===== src/common/adc_port_pkg.sv =====
// Constants, carriers and lane mapping for the converter host port
`default_nettype none
package adc_port_pkg;
  // Clock period of i_clock
  localparam int CLK_NS = 40;
  // Shortest convert strobe, rounded up to whole cycles
  localparam int START_MIN_NS = 40;
  localparam int START_MIN_CYC = (START_MIN_NS + CLK_NS - 1) / CLK_NS;
  // Longest convert strobe, rounded down
  localparam int START_MAX_NS = 5400;
  localparam int START_MAX_CYC = START_MAX_NS / CLK_NS;
  // Recommended spacing of convert commands
  localparam int ACQ_NS = 10000;
  localparam int ACQ_CYC = (ACQ_NS + CLK_NS - 1) / CLK_NS;
  // Previous result stays readable this long after a start
  localparam int READ_VALID_NS = 16000;
  localparam int READ_VALID_CYC = READ_VALID_NS / CLK_NS;
  // Default conversion time, start to end of busy
  localparam int CONV_NS_DEF = 8000;
  // Result and lane widths
  localparam int RES_W = 12;
  localparam int LANE_W = 8;
  localparam int ZF_W = 4;
  // Reset value of the result register
  localparam logic [11:0] RESULT_RST = 12'h000;

  // Host control pins taken together
  typedef struct packed {
    logic select_n;
    logic read_convert;
    logic lane_swap;
  } pins_t;

  // The sixteen output pins: result pins then zero-fill pins
  typedef struct packed {
    logic [11:0] data;
    logic [3:0] zero;
  } bus_t;

  // Place a result on the sixteen pins, optionally lane swapped
  function automatic bus_t lane_map(input logic [11:0] res, input logic swap);
    logic [15:0] flat;
    flat = {res, 4'h0};
    if (swap) begin
      flat = {res[3:0], 4'h0, res[11:4]};
    end
    lane_map = bus_t'(flat);
  endfunction
endpackage
`default_nettype wire


===== src/design/conv_sequencer.sv =====
// Conversion sequencer: busy timing, sample hold and result register
`default_nettype none
module conv_sequencer #(
  parameter int CONV_CYC = 200
) (
  input wire logic i_clock,
  input wire logic i_reset,
  input wire logic i_start,
  input wire logic [11:0] i_sample_code,
  output logic o_busy,
  output logic o_hold,
  output logic o_done,
  output logic [11:0] o_result
);
  import adc_port_pkg::*;

  // Cycle count inside a conversion
  logic [12:0] count_reg;
  // Code frozen at the moment of hold
  logic [11:0] held_reg;
  // Last cycle of the conversion
  logic last;

  assign last = o_busy && (count_reg == 13'(CONV_CYC - 1));

  // Busy and count; starts while busy are dropped
  always_ff @(posedge i_clock) begin
    if (i_reset) begin
      o_busy <= 1'b0;
      count_reg <= 13'h0000;
    end else if (!o_busy && i_start) begin
      o_busy <= 1'b1;
      count_reg <= 13'h0000;
    end else if (last) begin
      o_busy <= 1'b0;
    end else if (o_busy) begin
      count_reg <= count_reg + 13'h0001;
    end
  end

  // Sample and hold: freeze on start, track again at the end
  always_ff @(posedge i_clock) begin
    if (i_reset) begin
      o_hold <= 1'b0;
      held_reg <= RESULT_RST;
    end else if (!o_busy && i_start) begin
      o_hold <= 1'b1;
      held_reg <= i_sample_code;
    end else if (last) begin
      o_hold <= 1'b0;
    end
  end

  // Result updates only at the end, so the old one stays readable
  always_ff @(posedge i_clock) begin
    if (i_reset) begin
      o_result <= RESULT_RST;
      o_done <= 1'b0;
    end else begin
      o_done <= last;
      if (last) begin
        o_result <= held_reg;
      end
    end
  end
endmodule
`default_nettype wire


===== src/design/adc_host_port.sv =====
// Parallel host port of a 12-bit sampling converter
// Behaviour
// - Data pins float unless selected in read
// - Zero-fill pins drive only when selected reading
// - Unswapped: full word MSB first, zero-fill low
// - Swapped: lanes exchanged, low bits upper lane
// - Read/convert falling with select low starts
// - Read/convert rising with select low reads
// - Strobes ORed; select falling converts too
// - Select falling with read high reads
// - Busy low from start until result latched
// - Data valid when busy rises while reading
// - Result coded straight binary, MSB first
// - Convert commands during busy are ignored
// - Tracking resumes when conversion ends
// - Previous result readable early in conversion
`default_nettype none
module adc_host_port #(
  parameter int CONV_NS = adc_port_pkg::CONV_NS_DEF
) (
  input wire logic i_clock,
  input wire logic i_reset,
  input wire logic i_select_n,
  input wire logic i_read_convert,
  input wire logic i_lane_swap,
  input wire logic [11:0] i_sample_code,
  output logic o_busy_n,
  output logic o_sample_hold,
  output logic [11:0] o_data_out,
  output logic o_data_oe_n,
  output logic [3:0] o_zero_fill_out,
  output logic o_zero_fill_oe_n
);
  import adc_port_pkg::*;

  // Conversion length in cycles, rounded up
  localparam int CONV_CYC = (CONV_NS + CLK_NS - 1) / CLK_NS;

  // Control pins as one carrier
  pins_t pins;
  // Strobes ORed: low only when both are low
  logic strobe_n;
  // Output window: selected and in read
  logic read_en;
  // Sequencer state
  logic seq_busy;
  logic seq_hold;
  logic seq_done;
  logic [11:0] seq_result;
  // Pin image of the current result
  bus_t bus_next;

  assign pins = '{select_n: i_select_n, read_convert: i_read_convert,
                  lane_swap: i_lane_swap};

  // Level sensitive start, so a strobe still low at the end of
  // busy starts another conversion without acquisition
  assign strobe_n = pins.select_n | pins.read_convert;

  // Either edge order lands here: whichever strobe arrives last
  assign read_en = !pins.select_n && pins.read_convert;

  // Straight binary word placed on the lanes
  assign bus_next = lane_map(seq_result, pins.lane_swap);

  // Conversion timing and result storage
  conv_sequencer #(
    .CONV_CYC(CONV_CYC)
  ) u_seq (
    .i_clock(i_clock),
    .i_reset(i_reset),
    .i_start(!strobe_n),
    .i_sample_code(i_sample_code),
    .o_busy(seq_busy),
    .o_hold(seq_hold),
    .o_done(seq_done),
    .o_result(seq_result)
  );

  // Output enables; high while floating
  always_ff @(posedge i_clock) begin
    if (i_reset) begin
      o_data_oe_n <= 1'b1;
      o_zero_fill_oe_n <= 1'b1;
    end else begin
      o_data_oe_n <= !read_en;
      o_zero_fill_oe_n <= !read_en;
    end
  end

  // Output data, registered from the same result as busy
  always_ff @(posedge i_clock) begin
    if (i_reset) begin
      o_data_out <= 12'h000;
      o_zero_fill_out <= 4'h0;
    end else begin
      o_data_out <= bus_next.data;
      o_zero_fill_out <= bus_next.zero;
    end
  end

  // Busy and hold pins; busy aligned with the data register
  always_ff @(posedge i_clock) begin
    if (i_reset) begin
      o_busy_n <= 1'b1;
      o_sample_hold <= 1'b0;
    end else begin
      o_busy_n <= !seq_busy;
      o_sample_hold <= seq_hold;
    end
  end

  // Helper for checks: length of the current busy low stretch
  logic [12:0] low_len_reg;
  always_ff @(posedge i_clock) begin
    if (i_reset) begin
      low_len_reg <= 13'h0000;
    end else if (!o_busy_n) begin
      low_len_reg <= low_len_reg + 13'h0001;
    end else begin
      low_len_reg <= 13'h0000;
    end
  end
endmodule
`default_nettype wire


===== config.mk =====
export PLATFORM = sky130hd
export DESIGN_NAME = adc_host_port
export DESIGN_NICKNAME = d
export VERILOG_FILES = /design/src/common/adc_port_pkg.sv /design/src/design/conv_sequencer.sv /design/src/design/adc_host_port.sv
export SDC_FILE = /design/constraint.sdc
export NUM_CORES = 1
export LEC_CHECK = 0
export BUFFER_PORTS_ARGS = -buffer_cell sky130_fd_sc_hd__buf_2
export CAP_MARGIN = 20
export CELL_PAD_IN_SITES_DETAIL_PLACEMENT = 1
export CELL_PAD_IN_SITES_GLOBAL_PLACEMENT = 1
export CORE_ASPECT_RATIO = 0.9
export CORE_MARGIN = 4
export CORE_UTILIZATION = 41
export DETAILED_ROUTE_END_ITERATION = 16
export PLACE_DENSITY = 0.82
export SYNTH_ARGS = -nofsm -noshare
export SYNTH_HDL_FRONTEND = slang
export SYNTH_SLANG_ARGS = --single-unit

===== constraint.sdc =====
create_clock -name i_clock -period 1.7 [get_ports i_clock]
set_input_delay 0.34 -clock i_clock [delete_from_list [all_inputs] [get_ports i_clock]]
set_output_delay 0.34 -clock i_clock [all_outputs]
set_load 0.005 [all_outputs]

==> impl_metrics.toml, run 1 <==
[cts]
cts_tree = "yes"
hold_buffers = 0
clk_path_buf_depth = 2
numCtsBuffers = 9
clk_latency_ps = 330
cts_resized = 0
clock-sinks = 57
worst_setup_hold_path_clk_slew_ps = 60
cts-htree-levels = 3
clockRootBuffer = "clkbuf_8"
postCtsSetupBuffers = 0

[finish]
syn_to_final_growth_pct = 20.07
multi_input_area_sq_um = 905.9
insertedDiodeCount = 0
final_util = 0.5183
drive_above_1_share = 0.2424
finalInstanceArea_sq_um = 2552
largest_register_ffs = 13
fin_nets = 278
fillers = 592
layoutNonFillerInstCount = 329
seqCellArea_sq_um = 1141

[worst_setup_path]
r2r-end = "u_seq.o_result[0]"
rr_worst_depth = 5
crit_path_start_kind = "flip-flop"
r2r_slack_ps = 140
required_ps = 1910
cp_max_fo = 12
r2r-start = "u_seq.count_reg[0]"
crit_type = "reg2reg"
end_kind = "flip-flop"
cp.arrival_ps = 1770

[timing]
tns_ps = 0
relSlewSlack = 0.7194
tightest_slew_ps = 419.4
max_freq_ghz = 0.6398
fin_crit_sh = 0.9195
rsz0062_at_grt = "no"
fin_skew_ps = 11.18
min_period_ps = 1563
setup_violations = 0
hold_viol = 0
final-max-slew-violation-count = 0

[floorplan]
pin_count = 37
die_h_um = 76.31
rows = 24
start_util = 0.4317
fp.dieArea_sq_um = 6402
die-width_um = 83.90
coreArea_sq_um = 4925

[synthesis]
syn-num-nets = 237
synthTopCellsByCount = "dfxtp_1, nor2_1, nand2_1"
synth-main-ff-cell = "dfxtp_1"
synth_top_area_share = 0.5368
synth-seq-area-share = 0.5368
synth_most_common_cell = "dfxtp_1"
yosysTopAreaCell = "dfxtp_1"
ys_ff_latch = 57
syn-cell-area_sq_um = 2126
synth_cell_types = 32
syn-mean-instance-area_sq_um = 9.707
ys.warnings.count = 0
netlist_top_cells_area = "dfxtp_1, mux2i_1, nor2_1"
syn_inst = 219
synth_edf_count = 0
synthArstFlopShare = 0

[route]
drt-total-wl_um = 4361
num_vias = 1589
wl_per_cell_um = 13.26
drt-pass1-iter-count = 4
drt_iter0_markers = 56
ant_nets = 0
viasPerCell = 4.830
drc = 0

[place]
gp_congestion = 0.7797
portBuffers = 36
placed_area_sq_um = 2376
dp.cells = 314
hpwl_um = 3140

[pwr]
p_leak_nw = 1.145
vdd_drop_max_uv = 552.1
power_density_nw_per_um2 = 1035
power_mw = 2.641

[worst_hold_path]
holdCritStartpoint = "i_select_n"
holdPathEnd = "o_zero_fill_oe_n"
worst_hold_path_type = "in2reg"
holdPathStages = 2

[grt]
antenna_found_initial = 0
grt_pass1_vias = 1603
grt_pass1_wl_um = 7486
grt_overflow = 0
grt_use_total = 0.1471
grt_max_degree = 35

[run]
cap_violations = 0

[outcome]
status = "finished, final reports clean"
-- metal layers --
layer  track usage  part of all wire  vias up
li1              -                 -      808
met2        0.2154              0.43       38
met3       0.05514             0.047        9
met5             0                 0        -
met1        0.1894              0.50      734
met4       0.07235             0.020        0
-- report_power, final --
part / leakage (nW) / internal [mW] / switching (mW)
logic: 0.591 / 0.0490 / 0.0652
clock network: 0.0929 / 0.661 / 0.495
registers: 0.461 / 1.36 / 0.0149
-- cells in the final DEF (no fill, tap or decap), drive strengths merged --
master,n
dfxtp,57
buf,43
nor2,39
nand2,26
mux2i,21
a21oi,14
clkbuf,11
and2,10
nand4,7
xor2,6
inv,4
xnor2,3
nand3,3
clkinv,3
and3,2
and4,2
or3,1
nand2b,1
nor4,1
and4bb,1
a41oi,1
nor3,1
or3b,1
nor2b,1
mux2,1
a311oi,1
a211oi,1
ha,1
bufinv,1
-- worst max-delay path by stage --
| stage | startpoint | to | cells past startpoint | slack, ps |
|---|---|---|---|---|
| detailed placement | u_seq.count_reg[0] | u_seq.o_result[7] | 5 | 130 |
| floorplan | u_seq.count_reg[3] | u_seq.count_reg[12] | 5 | 310 |
| finish | u_seq.count_reg[0] | u_seq.o_result[0] | 5 | 140 |
| global placement | u_seq.count_reg[0] | u_seq.o_result[2] | 5 | 200 |
| global route | u_seq.count_reg[0] | u_seq.o_result[1] | 5 | 5 |
| CTS | u_seq.count_reg[0] | u_seq.o_result[0] | 5 | 110 |
-- per-stage QoR --
step | setup WS [ps] | hold WS (ps)
4_1_cts | 107.5 | 223.0
5_1_grt | 5.251 | 233.9
3_3_place_gp | 204.4 | 445.3
3_5_place_dp | 125.6 | 451.3
6_report | 136.9 | 235.6
2_1_floorplan | 313.4 | 435.7
-- layout make-up --
type                    count  area share
clock buffers              11     0.05147
flip-flops and latches     57      0.4471
repair buffers             43     0.09118
multi-input cells         145      0.3549
well taps                  65     0.03186
inverters                   4    0.005882
clock inverters             4     0.01765
-- critical path: stages (launching register included) --
cell	delay, ps
dfxtp_1	360
ha_1	220
and3_1	250
nand4_4	290
mux2i_1	260
nor2_1	60
-- cells by family after synthesis --
family / count (synthesis) / synth area share
xor+xnor: 9 / 0.03708
flops: 57 / 0.5368
mux: 22 / 0.1042
buf+inv: 17 / 0.03708
compound gates: 17 / 0.05357
fa+ha+maj: 1 / 0.005885
simple gates: 96 / 0.2254
(Power assumes the default switching activity.)
==> inputs of run 2 (changes only) <==
- clock period: 1.7 -> 1.73 ns (I/O delays scaled with it)
==> run 2 against run 1 <==
  * Worst hold slack worse by 7.3 ps
  * Count of clock-buffer cells in the layout is 1 lower
  * Highest routed layer unchanged
  * Critical path type unchanged
  * Final cell count is 0.30% higher
  * Via count is 1.4% higher
  * Register-to-register slack better by 40 ps
==> impl_metrics.toml, run 2 (synthesized netlist as in run 1, its figures left out) <==
[grt]
grt_use_total = 0.1565
grt_pass1_vias = 1647
grt_overflow = 0
antenna_found_initial = 0
grt_max_degree = 26
grt_pass1_wl_um = 7817

[finish]
syn_to_final_growth_pct = 22.01
fillers = 587
insertedDiodeCount = 0
layoutNonFillerInstCount = 330
largest_register_ffs = 13
drive_above_1_share = 0.2528
fin_nets = 278
final_cell_mix = "dfxtp_1, nor2_1, buf_2"
final_common_cell = "dfxtp_1"
finalInstanceArea_sq_um = 2594

[pwr]
vdd_drop_max_uv = 743.6
power_frac_seq = 0.497
p_int_mw = 2.085
power_mw = 2.711
power_density_nw_per_um2 = 1045
p_leak_nw = 1.157
switching_share = 0.2309
p_clk_frac = 0.461
p_comb_frac = 0.042
power_switching_mw = 0.6260

[worst_setup_path]
cp_max_fo = 4
cp.arrival_ps = 1780
path_cells = "ha_1 -> and2_1 -> nand4_1 -> nor2_1 -> mux2_2"
crit_type = "reg2reg"
required_ps = 1960
end_kind = "flip-flop"
slowest_stage = "dfxtp_1"
critPathBufInv = 0
cpPeakStageDelay_ps = 370
crit_path_start_kind = "flip-flop"
path_delay_family = "simple AND/OR/NAND/NOR gates"

[timing]
rsz0062_at_grt = "no"
relSlewSlack = 0.7071
fin_skew_ps = 4.349
min_period_ps = 1552
setup_violations = 0
tightest_slew_ps = 437.8
hold_ws_ps = 228.3
max_freq_ghz = 0.6442
hold_viol = 0
fin_crit_sh = 0.8972
tns_ps = 0
final-max-slew-violation-count = 0

[cts]
numCtsBuffers = 9
cts-htree-levels = 3
hold_buffers = 0
clock-sinks = 57
clk_path_buf_depth = 2
clk_latency_ps = 340
worst_setup_hold_path_clk_slew_ps = 70
cts_tree = "yes"
clockRootBuffer = "clkbuf_8"

[floorplan]
die-width_um = 83.90
rows = 24
coreArea_sq_um = 4925
start_util = 0.4317
die_h_um = 76.31
pin_count = 37
fp.dieArea_sq_um = 6402

[run]
cap_violations = 0

[outcome]
status = "finished, final reports clean"

[route]
num_vias = 1612
wl_per_cell_um = 14.04
drt_iter0_markers = 82
drt-pass1-iter-count = 4
ant_nets = 0
drc = 0
viasPerCell = 4.885
drt-total-wl_um = 4632

[place]
portBuffers = 36
gp_congestion = 0.7331
placed_area_sq_um = 2369
hpwl_um = 3233
dp.cells = 313

[worst_hold_path]
worst_hold_path_type = "in2reg"
-- run 2: cell count changes in the layout (fill, tap and decap cells not counted), sizes merged --
cell      before  now
clkinvlp       0    2
clkbuf        11   10
-- run 2: worst reg2reg max path: cells and delay by family, from the launching register on --
| kind | cells | cell delay [ps] |
|---|---|---|
| adder cells (fa/ha/maj) | 1 | 230 |
| AND/OR/NAND/NOR | 3 | 520 |
| multiplexers | 1 | 330 |
| flip-flops | 1 | 370 |
-- run 2: per-stage QoR --
| stage | util | setup slack, ps |
|---|---|---|
| after floorplan | - | 343.4 |
| after global placement | 0.4809 | 156.6 |
| after detailed placement | 0.4809 | 127.0 |
| after CTS | 0.5226 | 71.21 |
| after global routing | 0.5267 | 56.24 |
| final | 0.5267 | 177.8 |
-- run 2: layout make-up --
type / count / area [sq um] / area share
Clock buffer: 10 / 137.6 / 0.05306
Clock inverter: 6 / 67.56 / 0.02605
Inverter: 4 / 15.01 / 0.005789
Multi-Input combinational cell: 145 / 905.9 / 0.3493
Sequential cell: 57 / 1141 / 0.4399
Tap cell: 65 / 81.33 / 0.03136
Timing Repair Buffer: 43 / 245.2 / 0.09455
-- run 2: layer usage --
metal,vias to the layer above,global-route usage,part of all wire
met1,751,0.1932,0.45
met2,39,0.2417,0.46
met4,0,0.08199,0.030
li1,809,-,-
met5,-,0,0
met3,13,0.05189,0.062
-- run 2: repair_timing --
| action | CTS | global route |
|---|---|---|
| setup buffers | 0 | 1 |
| setup endpoints to repair | 0 | 4 |
| resized for setup | 0 | 0 |
-- run 2: worst paths after layout --
check | start | endpoint | slack [ps] | cells after the start
max | u_seq.count_reg[0] | u_seq.count_reg[12] | 180 | 5
min | i_select_n | o_zero_fill_oe_n | 230 | 2
max reg2reg | u_seq.count_reg[0] | u_seq.count_reg[12] | 180 | 5
min reg2reg | u_seq.held_reg[4] | u_seq.held_reg[4] | 460 | 2
-- run 2: power by group through the flow --
stage / registers [mW] / logic [mW] / clock network (mW)
6_report: 1.35 / 0.113 / 1.25
5_1_grt: 1.35 / 0.128 / 1.35
4_1_cts: 1.35 / 0.116 / 1.28
3_5_place_dp: 1.38 / 0.113 / 0
3_3_place_gp: 1.38 / 0.110 / 0
2_1_floorplan: 1.37 / 0.0731 / 0
==> inputs of run 3 (changes only) <==
- CORE_UTILIZATION: 41 -> 42
- PLACE_DENSITY: 0.82 -> 0.83
- SYNTH_HIERARCHICAL: unset -> 1
==> run 3 against run 2 <==
  * Utilization is 2.2 points higher
  * Power down 1.5%
  * Worst hold slack worse by 30 ps
  * Global-route usage grew 1.2 points
  * Cell area rose by 4.7%
  * Die area up 0.96%
  * First-iteration DRC count is 29% lower
  * Routed wire length increased by 13%
  * Largest power group unchanged
  * Highest routed layer unchanged
==> impl_metrics.toml, run 3 <==
[outcome]
status = "finished, final reports clean"

[worst_hold_path]
worst_hold_path_type = "in2reg"
holdPathStages = 2

[place]
portBuffers = 36
hpwl_um = 3659
gp_congestion = 0.8451
placed_area_sq_um = 2516
pre_cts_ws_ps = 97.57

[finish]
insertedDiodeCount = 0
final_common_cell = "dfxtp_1"
seqCellArea_sq_um = 1141
largest_register_ffs = 13
multi_input_area_sq_um = 964.7
fillers = 592
finalInstanceArea_sq_um = 2716
syn_to_final_growth_pct = 23.42
fin_nets = 304
drive_above_1_share = 0.2440
final_cell_mix = "dfxtp_1, nand2_1, buf_2"

[worst_setup_path]
required_ps = 1980
crit_type = "reg2reg"
cp.arrival_ps = 1910
end_kind = "flip-flop"
cp_max_fo = 12
crit_path_start_kind = "flip-flop"
rr_worst_depth = 4

[timing]
tightest_slew_ps = 313.6
final-max-slew-violation-count = 0
rsz0062_at_grt = "yes"
tns_ps = 0
max_freq_ghz = 0.6027
min_period_ps = 1659
setup_ws_ps = 70.86
fin_crit_sh = 0.9590
fin_skew_ps = 4.479
setup_violations = 0
relSlewSlack = 0.7905
hold_viol = 0

[floorplan]
die_h_um = 76.68
start_util = 0.4442
fp.dieArea_sq_um = 6464
die-width_um = 84.31
pin_count = 37
coreArea_sq_um = 4955
rows = 24

[cts]
clk_path_buf_depth = 2
cts-htree-levels = 3
numCtsBuffers = 9
worst_setup_hold_path_clk_slew_ps = 60
clock-sinks = 57
clockRootBuffer = "clkbuf_8"
cts_tree = "yes"
clk_latency_ps = 330

[route]
ant_nets = 0
drc = 0
drt-pass1-iter-count = 4
drt-total-wl_um = 5213
viasPerCell = 5.045
drt_iter0_markers = 58
num_vias = 1796
wl_per_cell_um = 14.64

[grt]
grt_overflow = 0
antenna_found_initial = 0
grt_max_degree = 29
grt_pass1_wl_um = 8631
grt_use_total = 0.1690
grt_pass1_vias = 1784

[synthesis]
syn-cell-area_sq_um = 2201
syn_inst = 239
syn-mean-instance-area_sq_um = 9.209
syn-num-nets = 257
ys.warnings.count = 6

[pwr]
power_density_nw_per_um2 = 983.4
power_mw = 2.671
vdd_drop_max_uv = 490.6
p_leak_nw = 1.080

[run]
cap_violations = 0
## run 3: critical path, stage by stage, from the launching register on
cell	delay (ps)
dfxtp_1	310
or4_4	550
nor4_4	330
buf_12	190
mux2i_1	200
## run 3: per-stage QoR
stage,hold WS [ps],std cells,util
finish,197.9,356,0.5482
CTS,177.9,355,0.5460
detailed placement,450.1,339,0.5078
global placement,443.9,339,0.5078
floorplan,381.8,239,-
global route,196.4,356,0.5482
## run 3: final timing paths
path | startpoint | end | slack [ps]
worst min-delay path | i_read_convert | o_zero_fill_oe_n | 200
worst min register to register | u_seq/held_reg[0] | u_seq/held_reg[0] | 460
worst max register to register | u_seq/count_reg[3] | u_seq/o_result[2] | 70
worst max-delay path | u_seq/count_reg[3] | u_seq/o_result[2] | 70
## run 3: cell type report
type                       count  area share
sequential                    57      0.4201
multi-input combinational    163      0.3551
timing repair buffer          53      0.1225
clock buffer                  13     0.05481
tap                           65     0.02994
clock inverter                 3     0.01474
inverter                       2    0.002764
## run 3: power breakdown
group / total [mW] / switching [mW] / internal [mW]
logic: 0.144 / 0.0866 / 0.0574
clock network: 1.18 / 0.484 / 0.701
registers: 1.34 / 0.00999 / 1.33
total: 2.67 / 0.581 / 2.09
## run 3: repair_timing
action / CTS / global route
gates resized for setup: 0 / 1
hold buffers: 0 / 0
endpoints found under the setup margin: 0 / 13
hold endpoints to repair: 0 / 0
setup buffers: 0 / 1
## run 3: per-layer routing
| metal | GRT usage | routed length, um | share of wire |
|---|---|---|---|
| met1 | 0.2078 | 2361 | 0.45 |
| met2 | 0.2681 | 2447 | 0.47 |
| met3 | 0.05895 | 311 | 0.060 |
| met4 | 0.07074 | 93 | 0.018 |
| met5 | 0 | 0 | 0 |
